<file path="src/pkg/ttcu_pkg.sv">
package ttcu_pkg;

  ////////////////////////////////////////////////////////////////////////////
  // Register word indices on the plain register port
  localparam logic [3:0] TTCU_ADDR_MODE_SEL  = 4'h0;
  localparam logic [3:0] TTCU_ADDR_RUN_FLAGS = 4'h1;
  localparam logic [3:0] TTCU_ADDR_T0_LOW    = 4'h2;
  localparam logic [3:0] TTCU_ADDR_T0_HIGH   = 4'h3;
  localparam logic [3:0] TTCU_ADDR_T1_LOW    = 4'h4;
  localparam logic [3:0] TTCU_ADDR_T1_HIGH   = 4'h5;
  localparam logic [3:0] TTCU_ADDR_T2_CTRL   = 4'h6;
  localparam logic [3:0] TTCU_ADDR_T2_LOW    = 4'h7;
  localparam logic [3:0] TTCU_ADDR_T2_HIGH   = 4'h8;
  localparam logic [3:0] TTCU_ADDR_CAP_LOW   = 4'h9;
  localparam logic [3:0] TTCU_ADDR_CAP_HIGH  = 4'hA;
  localparam logic [3:0] TTCU_ADDR_AUX       = 4'hB;

  ////////////////////////////////////////////////////////////////////////////
  // Mode select fields
  localparam int unsigned TTCU_MS_GATE1 = 7;
  localparam int unsigned TTCU_MS_CT1   = 6;
  localparam int unsigned TTCU_MS_MODE1 = 4;
  localparam int unsigned TTCU_MS_GATE0 = 3;
  localparam int unsigned TTCU_MS_CT0   = 2;
  localparam int unsigned TTCU_MS_MODE0 = 0;

  // Run and flag register of timers 0 and 1
  localparam int unsigned TTCU_RF_TF1 = 7;
  localparam int unsigned TTCU_RF_TR1 = 6;
  localparam int unsigned TTCU_RF_TF0 = 5;
  localparam int unsigned TTCU_RF_TR0 = 4;

  // Timer 2 control
  localparam int unsigned TTCU_T2_TF2   = 7;
  localparam int unsigned TTCU_T2_TRIGGER_FLAG_TWO  = 6;
  localparam int unsigned TTCU_T2_RCLK  = 5;
  localparam int unsigned TTCU_T2_TX_BAUD_SELECT  = 4;
  localparam int unsigned TTCU_T2_TRIGGER_ENABLE_TWO = 3;
  localparam int unsigned TTCU_T2_TR2   = 2;
  localparam int unsigned TTCU_T2_CT2   = 1;
  localparam int unsigned TTCU_T2_CPRL2 = 0;

  // Auxiliary register
  localparam int unsigned TTCU_AUX_DCEN = 0;
  localparam int unsigned TTCU_AUX_RX_BAUD_SELECT_SECOND_PORT = 1;
  localparam int unsigned TTCU_AUX_TX_BAUD_SELECT_SECOND_PORT = 2;
  localparam logic [7:0]  TTCU_AUX_MASK  = 8'h07;
  localparam logic [7:0]  TTCU_RF_MASK   = 8'hF0;

  ////////////////////////////////////////////////////////////////////////////
  // Values and timing
  localparam logic [7:0]  TTCU_RESET_BYTE  = 8'h00;
  localparam logic [7:0]  TTCU_BYTE_ONES   = 8'hFF;
  localparam logic [15:0] TTCU_WORD_ONES   = 16'hFFFF;
  localparam logic [4:0]  TTCU_PRESC_ONES  = 5'h1F;
  localparam int unsigned TTCU_PRESC_W     = 5;
  localparam int unsigned TTCU_MC_DIV_DEF  = 12;
  localparam int unsigned TTCU_MC_CNT_W    = 5;

  typedef enum logic [1:0] {
    TTCU_MODE_13BIT  = 2'b00,
    TTCU_MODE_16BIT  = 2'b01,
    TTCU_MODE_RELOAD = 2'b10,
    TTCU_MODE_SPLIT  = 2'b11
  } ttcu_mode_t;

endpackage

</file>
<file path="src/rtl/ttcu_timers.sv">
`timescale 1ns/1ps
module ttcu_timers
  import ttcu_pkg::*;
#(
  parameter int unsigned MC_DIV = TTCU_MC_DIV_DEF
) (
  input  wire logic       clk,
  input  wire logic       rst_n,
  input  wire logic [3:0] reg_addr,
  input  wire logic [7:0] reg_wdata,
  input  wire logic       reg_wr,
  input  wire logic       reg_rd,
  output logic      [7:0] reg_rdata,
  input  wire logic       count_pin_zero,
  input  wire logic       count_pin_one,
  input  wire logic       count_pin_two,
  input  wire logic       ext_irq_pin_zero,
  input  wire logic       ext_irq_pin_one,
  input  wire logic       trigger_pin_two,
  output logic            overflow_flag_timer_zero,
  output logic            overflow_flag_timer_one,
  output logic            overflow_flag_two,
  output logic            trigger_flag_two,
  output logic            timer2_irq,
  output logic            t1_ovf_pulse,
  output logic            t2_ovf_pulse
);

  ////////////////////////////////////////////////////////////////////////////
  // Elaboration check
  if (MC_DIV < 2 || MC_DIV > 32)
  begin : g_bad_div
    $error("MC_DIV must lie between 2 and 32");
  end

  localparam logic [TTCU_MC_CNT_W-1:0] MC_LAST = TTCU_MC_CNT_W'(MC_DIV - 1);

  typedef struct packed {
    logic [TTCU_MC_CNT_W-1:0] mc_cnt;
    logic [7:0]               timer01_mode_select;
    logic [7:0]               run_flags;
    logic [7:0]               timer2_control;
    logic [7:0]               aux;
    logic [7:0]               timer_zero_low_byte;
    logic [7:0]               timer_zero_high_byte;
    logic [7:0]               timer_one_low_byte;
    logic [7:0]               timer_one_high_byte;
    logic [7:0]               count_low_byte_two;
    logic [7:0]               count_high_byte_two;
    logic [7:0]               capture_reload_low;
    logic [7:0]               capture_reload_high;
    logic                     pin0_q;
    logic                     pin1_q;
    logic                     pin2_q;
    logic                     trig_q;
    logic [7:0]               rdata;
    logic                     t1_ovf;
    logic                     t2_ovf;
  } ttcu_state_t;

  ttcu_state_t s_r;
  ttcu_state_t s_nxt;

  ////////////////////////////////////////////////////////////////////////////
  // One increment of timer 0 or 1; returns {overflow, high, low}
  function automatic logic [16:0] ttcu_step(input ttcu_mode_t mode,
                                            input logic [7:0] lo,
                                            input logic [7:0] hi);
    logic [16:0] r;
    r = {1'b0, hi, lo};
    case (mode)
      TTCU_MODE_13BIT:
      begin
        r[4:0] = lo[4:0] + 5'h01;
        if (lo[4:0] == TTCU_PRESC_ONES)
        begin
          r[15:8] = hi + 8'h01;
          r[16]   = (hi == TTCU_BYTE_ONES);
        end
      end
      TTCU_MODE_16BIT:
      begin
        r[15:0] = {hi, lo} + 16'h0001;
        r[16]   = ({hi, lo} == TTCU_WORD_ONES);
      end
      TTCU_MODE_RELOAD:
      begin
        r[7:0] = (lo == TTCU_BYTE_ONES) ? hi : lo + 8'h01;
        r[16]  = (lo == TTCU_BYTE_ONES);
      end
      TTCU_MODE_SPLIT:
      begin
        r[7:0] = lo + 8'h01;
        r[16]  = (lo == TTCU_BYTE_ONES);
      end
      default:
      begin
        r = {1'b0, hi, lo};
      end
    endcase
    return r;
  endfunction

  function automatic logic ttcu_hit(input logic [3:0] a, input logic [3:0] b);
    return a == b;
  endfunction

  ////////////////////////////////////////////////////////////////////////////
  // Next state
  always_comb
  begin
    logic        tick;
    logic        wr;
    ttcu_mode_t  mode0;
    ttcu_mode_t  mode1;
    logic        split0;
    logic        en0;
    logic        en1;
    logic        ev0;
    logic        ev1;
    logic        ev2;
    logic        inc0;
    logic        inc1;
    logic        inc0h;
    logic        inc2;
    logic [16:0] st0;
    logic [16:0] st1;
    logic        ovf0;
    logic        ovf1;
    logic        ovf0h;
    logic [7:0]  hi0;
    logic        baud;
    logic        trig_edge;
    logic        ext_ev;
    logic [15:0] cnt2;
    logic [15:0] cap;
    logic [15:0] cnt2_nxt;
    logic [15:0] cap_nxt;
    logic        set_tf2;
    logic        set_trigger_flag_two;
    logic        ovf2;
    logic        set_tf0;
    logic        set_tf1;

    s_nxt = s_r;
    wr    = reg_wr;
    tick  = (s_r.mc_cnt == MC_LAST);
    s_nxt.mc_cnt = tick ? '0 : s_r.mc_cnt + TTCU_MC_CNT_W'(1);

    // Pins are sampled once per machine cycle; an edge is high then low
    if (tick)
    begin
      s_nxt.pin0_q = count_pin_zero;
      s_nxt.pin1_q = count_pin_one;
      s_nxt.pin2_q = count_pin_two;
      s_nxt.trig_q = trigger_pin_two;
    end

    mode0  = ttcu_mode_t'(s_r.timer01_mode_select[TTCU_MS_MODE0 +: 2]);
    mode1  = ttcu_mode_t'(s_r.timer01_mode_select[TTCU_MS_MODE1 +: 2]);
    split0 = (mode0 == TTCU_MODE_SPLIT);

    ////////////////////////////////////////////////////////////////////////
    // Timers 0 and 1
    en0 = s_r.run_flags[TTCU_RF_TR0] &
          (~s_r.timer01_mode_select[TTCU_MS_GATE0] | ext_irq_pin_zero);
    en1 = s_r.run_flags[TTCU_RF_TR1] &
          (~s_r.timer01_mode_select[TTCU_MS_GATE1] | ext_irq_pin_one) &
          (mode1 != TTCU_MODE_SPLIT);
    ev0 = s_r.timer01_mode_select[TTCU_MS_CT0] ?
          (s_r.pin0_q & ~count_pin_zero) : 1'b1;
    ev1 = s_r.timer01_mode_select[TTCU_MS_CT1] ?
          (s_r.pin1_q & ~count_pin_one) : 1'b1;
    inc0  = tick & en0 & ev0;
    inc1  = tick & en1 & ev1;
    inc0h = tick & split0 & s_r.run_flags[TTCU_RF_TR1];

    st0 = ttcu_step(mode0, s_r.timer_zero_low_byte, s_r.timer_zero_high_byte);
    st1 = ttcu_step(mode1, s_r.timer_one_low_byte, s_r.timer_one_high_byte);
    ovf0  = inc0 & st0[16];
    ovf1  = inc1 & st1[16];
    ovf0h = inc0h & (s_r.timer_zero_high_byte == TTCU_BYTE_ONES);
    hi0   = split0 ? s_r.timer_zero_high_byte + 8'h01 : st0[15:8];

    if (inc0)
    begin
      s_nxt.timer_zero_low_byte = st0[7:0];
      if (!split0)
        s_nxt.timer_zero_high_byte = st0[15:8];
    end
    if (inc0h)
      s_nxt.timer_zero_high_byte = hi0;
    if (inc1)
    begin
      s_nxt.timer_one_low_byte  = st1[7:0];
      s_nxt.timer_one_high_byte = st1[15:8];
    end

    set_tf0 = ovf0;
    set_tf1 = split0 ? ovf0h : ovf1;

    ////////////////////////////////////////////////////////////////////////
    // Timer 2
    baud = s_r.timer2_control[TTCU_T2_RCLK] | s_r.timer2_control[TTCU_T2_TX_BAUD_SELECT] |
           s_r.aux[TTCU_AUX_RX_BAUD_SELECT_SECOND_PORT] | s_r.aux[TTCU_AUX_TX_BAUD_SELECT_SECOND_PORT];
    ev2  = s_r.timer2_control[TTCU_T2_CT2] ?
           (s_r.pin2_q & ~count_pin_two) : 1'b1;
    inc2 = tick & s_r.timer2_control[TTCU_T2_TR2] & ev2;
    trig_edge = tick & s_r.trig_q & ~trigger_pin_two;
    ext_ev    = trig_edge & s_r.timer2_control[TTCU_T2_TRIGGER_ENABLE_TWO];
    cnt2      = {s_r.count_high_byte_two, s_r.count_low_byte_two};
    cap       = {s_r.capture_reload_high, s_r.capture_reload_low};
    cnt2_nxt  = cnt2;
    cap_nxt   = cap;
    set_tf2   = 1'b0;
    set_trigger_flag_two  = 1'b0;
    ovf2      = 1'b0;

    if (baud)
    begin
      // Select bit ignored: reload on overflow, no overflow flag
      if (inc2)
      begin
        ovf2     = (cnt2 == TTCU_WORD_ONES);
        cnt2_nxt = ovf2 ? cap : cnt2 + 16'h0001;
      end
      set_trigger_flag_two = ext_ev;
    end
    else if (s_r.timer2_control[TTCU_T2_CPRL2])
    begin
      if (inc2)
      begin
        ovf2     = (cnt2 == TTCU_WORD_ONES);
        cnt2_nxt = cnt2 + 16'h0001;
        set_tf2  = ovf2;
      end
      if (ext_ev)
      begin
        cap_nxt  = cnt2;
        set_trigger_flag_two = 1'b1;
      end
    end
    else if (s_r.aux[TTCU_AUX_DCEN])
    begin
      if (inc2)
      begin
        if (trigger_pin_two)
        begin
          ovf2     = (cnt2 == TTCU_WORD_ONES);
          cnt2_nxt = ovf2 ? cap : cnt2 + 16'h0001;
        end
        else
        begin
          ovf2     = (cnt2 == cap);
          cnt2_nxt = ovf2 ? TTCU_WORD_ONES : cnt2 - 16'h0001;
        end
        set_tf2 = ovf2;
      end
    end
    else
    begin
      if (inc2)
      begin
        ovf2     = (cnt2 == TTCU_WORD_ONES);
        cnt2_nxt = ovf2 ? cap : cnt2 + 16'h0001;
        set_tf2  = ovf2;
      end
      if (ext_ev)
      begin
        cnt2_nxt = cap;
        set_trigger_flag_two = 1'b1;
      end
    end

    s_nxt.count_low_byte_two  = cnt2_nxt[7:0];
    s_nxt.count_high_byte_two = cnt2_nxt[15:8];
    s_nxt.capture_reload_low  = cap_nxt[7:0];
    s_nxt.capture_reload_high = cap_nxt[15:8];
    s_nxt.t1_ovf = ovf1;
    s_nxt.t2_ovf = ovf2;

    ////////////////////////////////////////////////////////////////////////
    // Register writes; a write to a count byte wins over counting
    if (wr)
    begin
      if (ttcu_hit(reg_addr, TTCU_ADDR_MODE_SEL))
        s_nxt.timer01_mode_select = reg_wdata;
      if (ttcu_hit(reg_addr, TTCU_ADDR_RUN_FLAGS))
        s_nxt.run_flags = reg_wdata & TTCU_RF_MASK;
      if (ttcu_hit(reg_addr, TTCU_ADDR_T0_LOW))
        s_nxt.timer_zero_low_byte = reg_wdata;
      if (ttcu_hit(reg_addr, TTCU_ADDR_T0_HIGH))
        s_nxt.timer_zero_high_byte = reg_wdata;
      if (ttcu_hit(reg_addr, TTCU_ADDR_T1_LOW))
        s_nxt.timer_one_low_byte = reg_wdata;
      if (ttcu_hit(reg_addr, TTCU_ADDR_T1_HIGH))
        s_nxt.timer_one_high_byte = reg_wdata;
      if (ttcu_hit(reg_addr, TTCU_ADDR_T2_CTRL))
        s_nxt.timer2_control = reg_wdata;
      if (ttcu_hit(reg_addr, TTCU_ADDR_T2_LOW))
        s_nxt.count_low_byte_two = reg_wdata;
      if (ttcu_hit(reg_addr, TTCU_ADDR_T2_HIGH))
        s_nxt.count_high_byte_two = reg_wdata;
      if (ttcu_hit(reg_addr, TTCU_ADDR_CAP_LOW))
        s_nxt.capture_reload_low = reg_wdata;
      if (ttcu_hit(reg_addr, TTCU_ADDR_CAP_HIGH))
        s_nxt.capture_reload_high = reg_wdata;
      if (ttcu_hit(reg_addr, TTCU_ADDR_AUX))
        s_nxt.aux = reg_wdata & TTCU_AUX_MASK;
    end

    // Hardware set of a flag wins over a software clear in the same cycle
    if (set_tf0)
      s_nxt.run_flags[TTCU_RF_TF0] = 1'b1;
    if (set_tf1)
      s_nxt.run_flags[TTCU_RF_TF1] = 1'b1;
    if (set_tf2)
      s_nxt.timer2_control[TTCU_T2_TF2] = 1'b1;
    if (set_trigger_flag_two)
      s_nxt.timer2_control[TTCU_T2_TRIGGER_FLAG_TWO] = 1'b1;

    ////////////////////////////////////////////////////////////////////////
    // Read data, valid the cycle after the strobe
    s_nxt.rdata = TTCU_RESET_BYTE;
    if (reg_rd)
    begin
      case (reg_addr)
        TTCU_ADDR_MODE_SEL:  s_nxt.rdata = s_r.timer01_mode_select;
        TTCU_ADDR_RUN_FLAGS: s_nxt.rdata = s_r.run_flags;
        TTCU_ADDR_T0_LOW:    s_nxt.rdata = s_r.timer_zero_low_byte;
        TTCU_ADDR_T0_HIGH:   s_nxt.rdata = s_r.timer_zero_high_byte;
        TTCU_ADDR_T1_LOW:    s_nxt.rdata = s_r.timer_one_low_byte;
        TTCU_ADDR_T1_HIGH:   s_nxt.rdata = s_r.timer_one_high_byte;
        TTCU_ADDR_T2_CTRL:   s_nxt.rdata = s_r.timer2_control;
        TTCU_ADDR_T2_LOW:    s_nxt.rdata = s_r.count_low_byte_two;
        TTCU_ADDR_T2_HIGH:   s_nxt.rdata = s_r.count_high_byte_two;
        TTCU_ADDR_CAP_LOW:   s_nxt.rdata = s_r.capture_reload_low;
        TTCU_ADDR_CAP_HIGH:  s_nxt.rdata = s_r.capture_reload_high;
        TTCU_ADDR_AUX:       s_nxt.rdata = s_r.aux;
        default:             s_nxt.rdata = TTCU_RESET_BYTE;
      endcase
    end
  end

  ////////////////////////////////////////////////////////////////////////////
  // State register
  always_ff @(posedge clk or negedge rst_n)
  begin
    if (!rst_n)
      s_r <= '0;
    else
      s_r <= s_nxt;
  end

  ////////////////////////////////////////////////////////////////////////////
  // Outputs
  assign reg_rdata                = s_r.rdata;
  assign overflow_flag_timer_zero = s_r.run_flags[TTCU_RF_TF0];
  assign overflow_flag_timer_one  = s_r.run_flags[TTCU_RF_TF1];
  assign overflow_flag_two        = s_r.timer2_control[TTCU_T2_TF2];
  assign trigger_flag_two         = s_r.timer2_control[TTCU_T2_TRIGGER_FLAG_TWO];
  assign timer2_irq               = s_r.timer2_control[TTCU_T2_TF2] |
                                    s_r.timer2_control[TTCU_T2_TRIGGER_FLAG_TWO];
  assign t1_ovf_pulse             = s_r.t1_ovf;
  assign t2_ovf_pulse             = s_r.t2_ovf;

endmodule // ttcu_timers

</file>
<file path="config.mk">
export PLATFORM = sky130hd
export DESIGN_NAME = ttcu_timers
export DESIGN_NICKNAME = d
export VERILOG_FILES = /design/src/pkg/ttcu_pkg.sv /design/src/rtl/ttcu_timers.sv
export SDC_FILE = /design/constraint.sdc
export NUM_CORES = 1
export LEC_CHECK = 0
export BUFFER_PORTS_ARGS = -buffer_cell sky130_fd_sc_hd__buf_2
export CAP_MARGIN = 20
export CELL_PAD_IN_SITES_DETAIL_PLACEMENT = 2
export CELL_PAD_IN_SITES_GLOBAL_PLACEMENT = 2
export CORE_MARGIN = 5
export CORE_UTILIZATION = 41
export CTS_CLUSTER_SIZE = 20
export DETAILED_ROUTE_END_ITERATION = 7
export GPL_TIMING_DRIVEN = 0
export PLACE_DENSITY = 0.89
export SLEW_MARGIN = 5
export SYNTH_ARGS = -nofsm -noshare
export SYNTH_HDL_FRONTEND = slang
export SYNTH_SLANG_ARGS = --single-unit
</file>
<file path="constraint.sdc">
create_clock -name clk -period 4.1 [get_ports clk]
set_input_delay 0.205 -clock clk [delete_from_list [all_inputs] [get_ports clk]]
set_output_delay 0.205 -clock clk [all_outputs]
set_load 0.005 [all_outputs]
</file>
==> out/results.ini, run 1 <==
[route]
wire_per_inst_microns=31.32
via_count=10300
viasPerCell=7.134
drtPass1Iterations=5
drt_iter0_drc=1312
drc=0
wl_microns=45230
ant_nets=0

[grt]
track_usage_pct=37.01
grt_max_degree=85
overflow=0
grt_pass1_vias=10980
antenna_found_initial=1
grt_pass1_wl_microns=68370

[sta]
setup_viol=0
fin_crit_sh_pct=82.84
fin_crit_ns=3.397
fmax_mhz=294.4
whs_ns=0.03116
hold_viol_final=0
worstMarginPinSlew_ns=1.310
fin_tns_setup_ns=0
slew_viol_final=0
rsz0062_at_grt=no
relSlewSlack_pct=12.66
finalClockSkew_ns=0.01758

[placement]
globalplace.congestion=0.9963
portBuffers=31
hpwlAfterDp_microns=32140

[clock_network]
cts_root_buffer=clkbuf_16
cts_buffer_depth=2
clk_latency_ns=0.38
post-cts-setup-buffers=0
cts_tree=done
cts_resized=0
clock-sinks=106
htreeDepth=3
clk_pin_slew_ns=0.09
cts_buffers=9

[worst_setup_path]
slowest_stage=nor4_2
critPathMaxFanout=10
critPathArrivalTime_ns=3.62
worstPathCellList=nor4_2 > and2_0 > clkbuf_1 > nand2_1 > clkbuf_1 > mux2i_1 > o21ai_0
slowest_delay_ns=1.02
start_kind=register
end_kind=register
crit_top_cell=clkbuf_1
crit_type=reg2reg
timing.critical_path.required_ns=4.32

[yosys]
synth_cell_types=74
synth_seq_cells=106
synth_edf_count=0
syn_inst=1117
synthesis.nets=1148
syn_area_per_cell_sq_um=7.787
async_flop_share_pct=100.0
synth.yosys.seq_area_share_pct=30.49
syn_area_sq_um=8698
ys.flop_type=dfrtp_1
yosys_warnings=0

[floorplan]
dieWidth_microns=155.7
dieArea_sq_um=24230
core-area_sq_um=20960
start_util_pct=41.51
die_h_microns=155.7
num_rows=53
num_io_pins=37

[cells_and_area]
multiInputGateArea_sq_um=5525
register_area_sq_um=2653
mostFrequentLayoutCell=nand2_1
layout_common_cells=133 x nand2_1, 106 x dfrtp_1, 99 x a21oi_1
drive_above_1_share_pct=10.52
fin_util_pct=45.62
area_delta_synth_final_pct=9.911
n_antenna_cell=0
nNetsFinal=1195
fill_cells=2467

[status]
status=finished, final reports clean

[power_and_ir_drop]
p_per_area_nw_per_um2=508.3
p_leak_nw=3.663
vdd.ir_drop.worst_mv=0.2217

[job]
maxCapViolations=0

[worst_hold_path]
hold_path_class=in2reg

-- through the flow --
step                area [sq um]  instances  power, mW  worst slack [ns]
finish                      9560       1444      4.860            0.7034
global route                9560       1444      5.039            0.6205
CTS                         9548       1442      4.767            0.8464
detailed placement          9244       1425      3.803            0.9129
global placement            9198       1423      3.658            0.9756
floorplan                   8698       1117      2.931             1.781
-- per-layer routing --
metal	up-vias	share of wire [%]	track usage [%]	routed length, microns
met4	2	5.6	18.22	2520
met2	684	45	58.25	20350
li1	4215	-	-	-
met1	5203	39	48.05	17770
met3	198	10	8.460	4586
met5	-	0.027	0	12
-- report_power, final --
group / total [mW] / internal [mW] / switching [mW]
clock: 0.935 / 0.432 / 0.503
combinational: 2.20 / 0.735 / 1.46
sequential: 1.72 / 1.30 / 0.426
-- critical path: cells and delay by family (launching register included) --
family                 cells  cell delay (ns)
and+or+nand+nor            3             1.42
buffers and inverters      2             0.85
DFF                        1             0.47
muxes                      1             0.34
AOI/OAI and AO/OA          1             0.13
-- cell families after synthesis --
logic type	Yosys count	share of synthesized area, %
xor gates and xnor gates	45	4.531
AOI/OAI and AO/OA	348	25.45
and+or+nand+nor	432	24.88
muxes	56	7.307
DFF	106	30.49
buffers and inverters	121	6.041
adders and majority gates	9	1.295
-- synthesized netlist by cell type (all sizes together) (13+ instances only) --
library cell / count / area [sq um]
xor2: 26 / 227.7
inv: 17 / 63.81
buf: 40 / 220.2
nand2: 133 / 499.2
clkbuf: 64 / 241.5
mux2: 20 / 225.2
xnor2: 19 / 166.4
nand4: 20 / 170.2
a31oi: 26 / 162.7
a21oi: 99 / 495.5
dfrtp: 106 / 2653
nor2b: 19 / 118.9
mux2i: 33 / 342.8
nor2: 92 / 345.3
nand3: 57 / 285.3
nor4: 19 / 152.7
a211oi: 17 / 127.6
and3: 13 / 81.33
a221oi: 14 / 122.6
o21ai: 87 / 435.4
nor3: 28 / 145.1
-- worst paths after layout --
path                                    start  endpoint  slack, ns  cells after the start
worst max-delay path                  s_r[90]   s_r[20]       0.70                      7
worst min-delay path            count_pin_two   s_r[11]       0.03                      3
worst max register to register        s_r[90]   s_r[20]       0.70                      7
worst min register to register       s_r[110]  s_r[110]       0.47                      1
max in group asynchronous               rst_n   s_r[61]       3.12                      3
min in group asynchronous               rst_n   s_r[37]       0.24                      2
-- flip-flops by register name, indices dropped and copies added, names as in the netlist --
name                      flops
overflow_flag_two             1
s_r                          92
overflow_flag_timer_zero      1
t1_ovf_pulse                  1
t2_ovf_pulse                  1
overflow_flag_timer_one       1
trigger_flag_two              1
reg_rdata                     8
-- repair_timing --
item / in CTS / in global routing
endpoints found under the setup margin: 0 / 0
hold buffers: 1 / 0
hold endpoints to repair: 22 / 0
-- final cells by class --
cell class	instances	share of cell area, %
multi-input combinational	890	57.79
sequential	106	27.75
buffer	104	4.829
tap	275	3.599
clock buffer	9	2.356
timing repair buffer	36	2.290
clock inverter	7	0.7198
inverter	17	0.6675
(Power assumes the default switching activity.)
==> inputs of run 2 (changes only) <==
- CORE_UTILIZATION: 41 -> 34
- PLACE_DENSITY: 0.89 -> 0.79
- clock period: 4.1 -> 2.9 ns (I/O delays scaled with it)
==> run 2 against run 1 <==
Non-clock buffer count rose by 9. Clock power rose by 40%. Hold slack improved by 0.019 ns. Register-to-register slack got worse by 0.66 ns. Largest cell class unchanged.
==> out/results.ini, run 2 (synthesis results as in run 1) <==
[cells_and_area]
multiInputGateArea_sq_um=5624
n_antenna_cell=0
nNetsFinal=1204
regMostFlops=s_r
register_area_sq_um=2654
drive_above_1_share_pct=13.07
final_area_sq_um=9833
layout_common_cells=133 x nand2_1, 105 x dfrtp_1, 99 x a21oi_1
area_delta_synth_final_pct=13.05
instances_no_fill=1508
largest_register_ffs=92
fin_util_pct=39.05
fill_cells=2918
mostFrequentLayoutCell=nand2_1

[worst_setup_path]
start_kind=register
critPathArrivalTime_ns=3.11
worstPathCellList=buf_2 > nor4_1 > nand4_1 > nor3_1 > a21boi_0 > o22ai_1 > a211oi_1 > a2111oi_2
critPathMaxFanout=10
slowest_stage=nor4_1
end_kind=register
slowest_delay_ns=0.62
timing.critical_path.required_ns=3.15
crit_type=reg2reg
reg2reg_depth=8

[clock_network]
clk_pin_slew_ns=0.10
htreeDepth=3
cts_root_buffer=clkbuf_16
clk_latency_ns=0.38
cts_buffers=9
cts_buffer_depth=2
cts_tree=done
clock-sinks=106

[route]
dr_wl_met3_microns=3688
viasPerCell=6.549
wire_per_inst_microns=29.15
drtPass1Iterations=5
wl_met2_microns=19480
ant_nets=0
top_layer_used=met5
wl_microns=43960
drt_iter0_drc=989
via_count=9876
drc=0
wirelength_met1_microns=18880

[floorplan]
dieWidth_microns=169.9
core-area_sq_um=25180
dieArea_sq_um=28880
die_h_microns=169.9
num_rows=58
start_util_pct=34.54
num_io_pins=37

[sta]
slew_viol_final=0
relSlewSlack_pct=25.72
fin_crit_sh_pct=98.67
setup_viol=0
hold_viol_final=0
whs_ns=0.04975
finalClockSkew_ns=0.02281
fmax_mhz=349.5
rsz0062_at_grt=no
worstMarginPinSlew_ns=1.114
fin_crit_ns=2.861

[placement]
hpwlAfterDp_microns=31910
dp.cells=1480
dpl-instance-area_sq_um=9320
globalplace.congestion=0.9322
portBuffers=31

[power_and_ir_drop]
p_leak_nw=3.738
p_per_area_nw_per_um2=700.6
vdd.ir_drop.worst_mv=0.3377

[job]
maxCapViolations=0

[status]
status=finished, final reports clean

[grt]
grt_pass1_vias=10310
grt_max_degree=75
grt_pass1_wl_microns=65880
overflow=0
track_usage_pct=30.03
antenna_found_initial=1

[worst_hold_path]
whs_path_depth=2
hold_path_class=in2reg

-- run 2: changes by cell type in the layout (fill, tap and decap cells not counted), sizes merged --
cell | previous run | this run
buf | 73 | 82
clkbuf | 75 | 73
clkinv | 2 | 3
dlygate4sd3 | 1 | 4
inv | 21 | 19
-- run 2: layer usage --
layer | track usage, % | vias to the layer above
li1 | - | 4230
met5 | 0 | -
met3 | 5.900 | 139
met2 | 46.80 | 470
met4 | 11.49 | 2
met1 | 41.29 | 5035
-- run 2: path summary, 6_finish.rpt --
kind,startpoint,to,slack [ns]
setup / recovery,s_r[45],s_r[37],0.04
setup reg to reg,s_r[45],s_r[37],0.04
min in group asynchronous,rst_n,s_r[30],0.24
hold reg to reg,s_r[11],s_r[11],0.47
max in group asynchronous,rst_n,s_r[28],1.92
hold / removal,reg_wdata[4],s_r[90],0.05
-- run 2: where the power goes --
group          switching (mW)  total (mW)  leakage [nW]  internal [mW]
Clock                   0.680        1.31         0.142          0.626
Combinational            2.06        3.14          2.30           1.08
Sequential              0.602        2.44          1.29           1.84
Total                    3.34        6.89          3.74           3.55
-- run 2: what timing repair did --
action,CTS,global route
resized for setup,15,19
pin swaps,1,2
setup endpoints to repair,27,17
endpoints found under the hold margin,35,0
hold buffers,4,0
buffers inserted,3,5
-- run 2: layout make-up --
type	count	area share, %
Multi-Input combinational cell	890	57.20
Sequential cell	106	26.99
Buffer	102	4.721
Tap cell	330	4.199
Timing Repair Buffer	47	3.219
Clock buffer	10	2.430
Inverter	17	0.6489
Clock inverter	6	0.5980
-- run 2: through the flow --
stage	power (mW)	setup TNS [ns]	setup WS, ns
detailed placement	5.360	-4.021	-0.3982
global placement	5.228	-3.024	-0.3248
global route	7.207	0	0.004281
CTS	6.735	-0.09233	-0.06819
finish	6.889	0	0.03853
floorplan	4.144	0	0.5814
-- run 2: worst max-delay path, delay by kind of cell, from the launching register on --
kind	cells	cell delay, ns
buffers and inverters	1	0.25
AO/OA/AOI/OAI	4	0.71
flip-flops	1	0.42
AND/OR/NAND/NOR	3	1.33
==> inputs of run 3 (changes only) <==
- CORE_ASPECT_RATIO: unset -> 0.9
- TNS_END_PERCENT: unset -> 30
==> run 3 against run 2 <==
The run now ends with negative setup slack left. Highest routed layer unchanged. Utilization down 0.097 points. Global-route usage up 0.27 points. First-iteration DRC count up 8.1%. Clock-buffer cell count down 1. Clock power about the same. Hold slack worse by 0.031 ns.
==> out/results.ini, run 3 (synthesis results as in run 1) <==
[status]
status=finished, violations left
violations=negative setup slack

[sta]
slew_viol_final=0
worstMarginPinSlew_ns=1.189
setup_slack_ns=-0.05016
fin_crit_sh_pct=101.7
whs_ns=0.01862
rsz0062_at_grt=yes
finalClockSkew_ns=0.01142
fin_crit_ns=2.950
hold_viol_final=0
setup_viol=2
fmax_mhz=339.0
relSlewSlack_pct=20.76

[worst_setup_path]
slowest_delay_ns=0.52
start_kind=register
crit_top_cell=clkbuf_1
critical_path.top_delay_family=buffers and inverters
critPathMaxFanout=10
critPathArrivalTime_ns=3.19
end_kind=register
crit_type=reg2reg
timing.critical_path.required_ns=3.14
worstPathCellList=nor4_4 > buf_4 > and2_0 > clkbuf_1 > nand2_1 > clkbuf_1 > mux2i_1 > o21ai_0
slowest_stage=nor4_4
path_buf_inv=3

[floorplan]
dieWidth_microns=178.6
start_util_pct=34.54
num_rows=55
dieArea_sq_um=28890
core-area_sq_um=25190
die_h_microns=161.7
num_io_pins=37

[cells_and_area]
regMostFlops=s_r
largest_register_ffs=92
nNetsFinal=1201
layout_common_cells=132 x nand2_1, 106 x dfrtp_1, 99 x a21oi_1
mostFrequentLayoutCell=nand2_1
drive_above_1_share_pct=12.60
area_delta_synth_final_pct=12.79
n_antenna_cell=0
instances_no_fill=1517
fin_util_pct=38.95
fill_cells=2943

[route]
drtPass1Iterations=5
wl_microns=44440
drc=0
wire_per_inst_microns=29.29
viasPerCell=6.492
ant_nets=0
drt_iter0_drc=1069
via_count=9848

[clock_network]
cts_buffers=9
clk_latency_ns=0.38
clk_pin_slew_ns=0.09
htreeDepth=3
cts_buffer_depth=2
cts_tree=done
cts_root_buffer=clkbuf_16
clock-sinks=106

[grt]
grt_pass1_wl_microns=65930
track_usage_pct=30.30
grt_pass1_vias=10240
antenna_found_initial=1
top_usage_layer=met2
use_met1_pct=42.68
overflow=0
grt_max_degree=83
met3_usage_pct=5.888
use_met2_pct=47.01

[placement]
globalplace.congestion=0.9935
hpwlAfterDp_microns=32090
portBuffers=31
dp.cells=1494

[power_and_ir_drop]
vdd.ir_drop.worst_mv=0.3361
combPwrFrac_pct=45.7
p_sw_mw=3.365
p_leak_nw=3.738
power_frac_seq_pct=35.3
finalPower_mw=6.876
clkPwrFrac_pct=18.9
p_per_area_nw_per_um2=700.8
swShare_pct=48.94
internal_power_mw=3.511

[job]
maxCapViolations=0

[worst_hold_path]
hold_path_class=in2reg

## run 3: cell count changes in the layout (fill, tap and decap cells not counted), sizes merged
cell and delta:
clkinv -1, clkbuf +1, inv +2, buf -5
## run 3: worst paths after layout
path,startpoint,slack (ns),depth (start not counted),end
max in group asynchronous,rst_n,1.97,3,s_r[63]
min in group asynchronous,rst_n,0.18,2,s_r[30]
setup / recovery,s_r[91],-0.05,8,s_r[18]
setup reg to reg,s_r[91],-0.05,8,s_r[18]
hold / removal,reg_wdata[4],0.02,2,s_r[90]
hold reg to reg,s_r[110],0.48,1,s_r[110]
## run 3: per-layer routing
layer	vias up	wire length (microns)
met5	-	8
met4	2	1426
met3	99	3710
met2	459	20000
met1	5069	19290
li1	4219	-
## run 3: worst reg2reg max path, delay by kind of cell (launching register included)
kind	cells	cell delay, ns
simple gates	3	0.82
compound gates	1	0.13
mux	1	0.31
buf+inv	3	1.07
flops	1	0.47
## run 3: cell type report
| type | count | area, sq um | share of cell area [%] |
|---|---|---|---|
| tap | 342 | 427.9 | 4.362 |
| multi-input combinational | 890 | 5617 | 57.25 |
| clock buffer | 9 | 225.2 | 2.296 |
| timing repair buffer | 42 | 271.5 | 2.767 |
| sequential | 106 | 2653 | 27.04 |
| buffer | 104 | 491.7 | 5.012 |
| clock inverter | 7 | 61.31 | 0.6249 |
| inverter | 17 | 63.81 | 0.6504 |
## run 3: timing repair
item	in CTS	in global routing
pin swaps	1	1
cloned	0	0
gates resized for setup	20	25
hold endpoints to repair	27	0
setup endpoints to repair	34	30
setup buffers	2	0
hold buffers	4	0
## run 3: power by group through the flow
stage / sequential, mW / clock [mW] / combinational (mW)
after floorplan: 2.16 / 0 / 1.99
after global placement: 2.40 / 0 / 2.83
after detailed placement: 2.42 / 0 / 2.95
after CTS: 2.40 / 1.32 / 3.02
after global routing: 2.45 / 1.38 / 3.34
final: 2.43 / 1.30 / 3.14
## run 3: through the flow
| stage | setup WS [ns] | TNS (ns) | cell area (sq um) |
|---|---|---|---|
| 4_1_cts | 0.01909 | 0 | 9744 |
| 3_5_place_dp | -0.6088 | -6.737 | 9335 |
| 2_1_floorplan | 0.5814 | 0 | 8698 |
| 5_1_grt | -0.1130 | -0.7432 | 9811 |
| 3_3_place_gp | -0.4468 | -7.716 | 9281 |
| 6_report | -0.05016 | -0.08896 | 9811 |
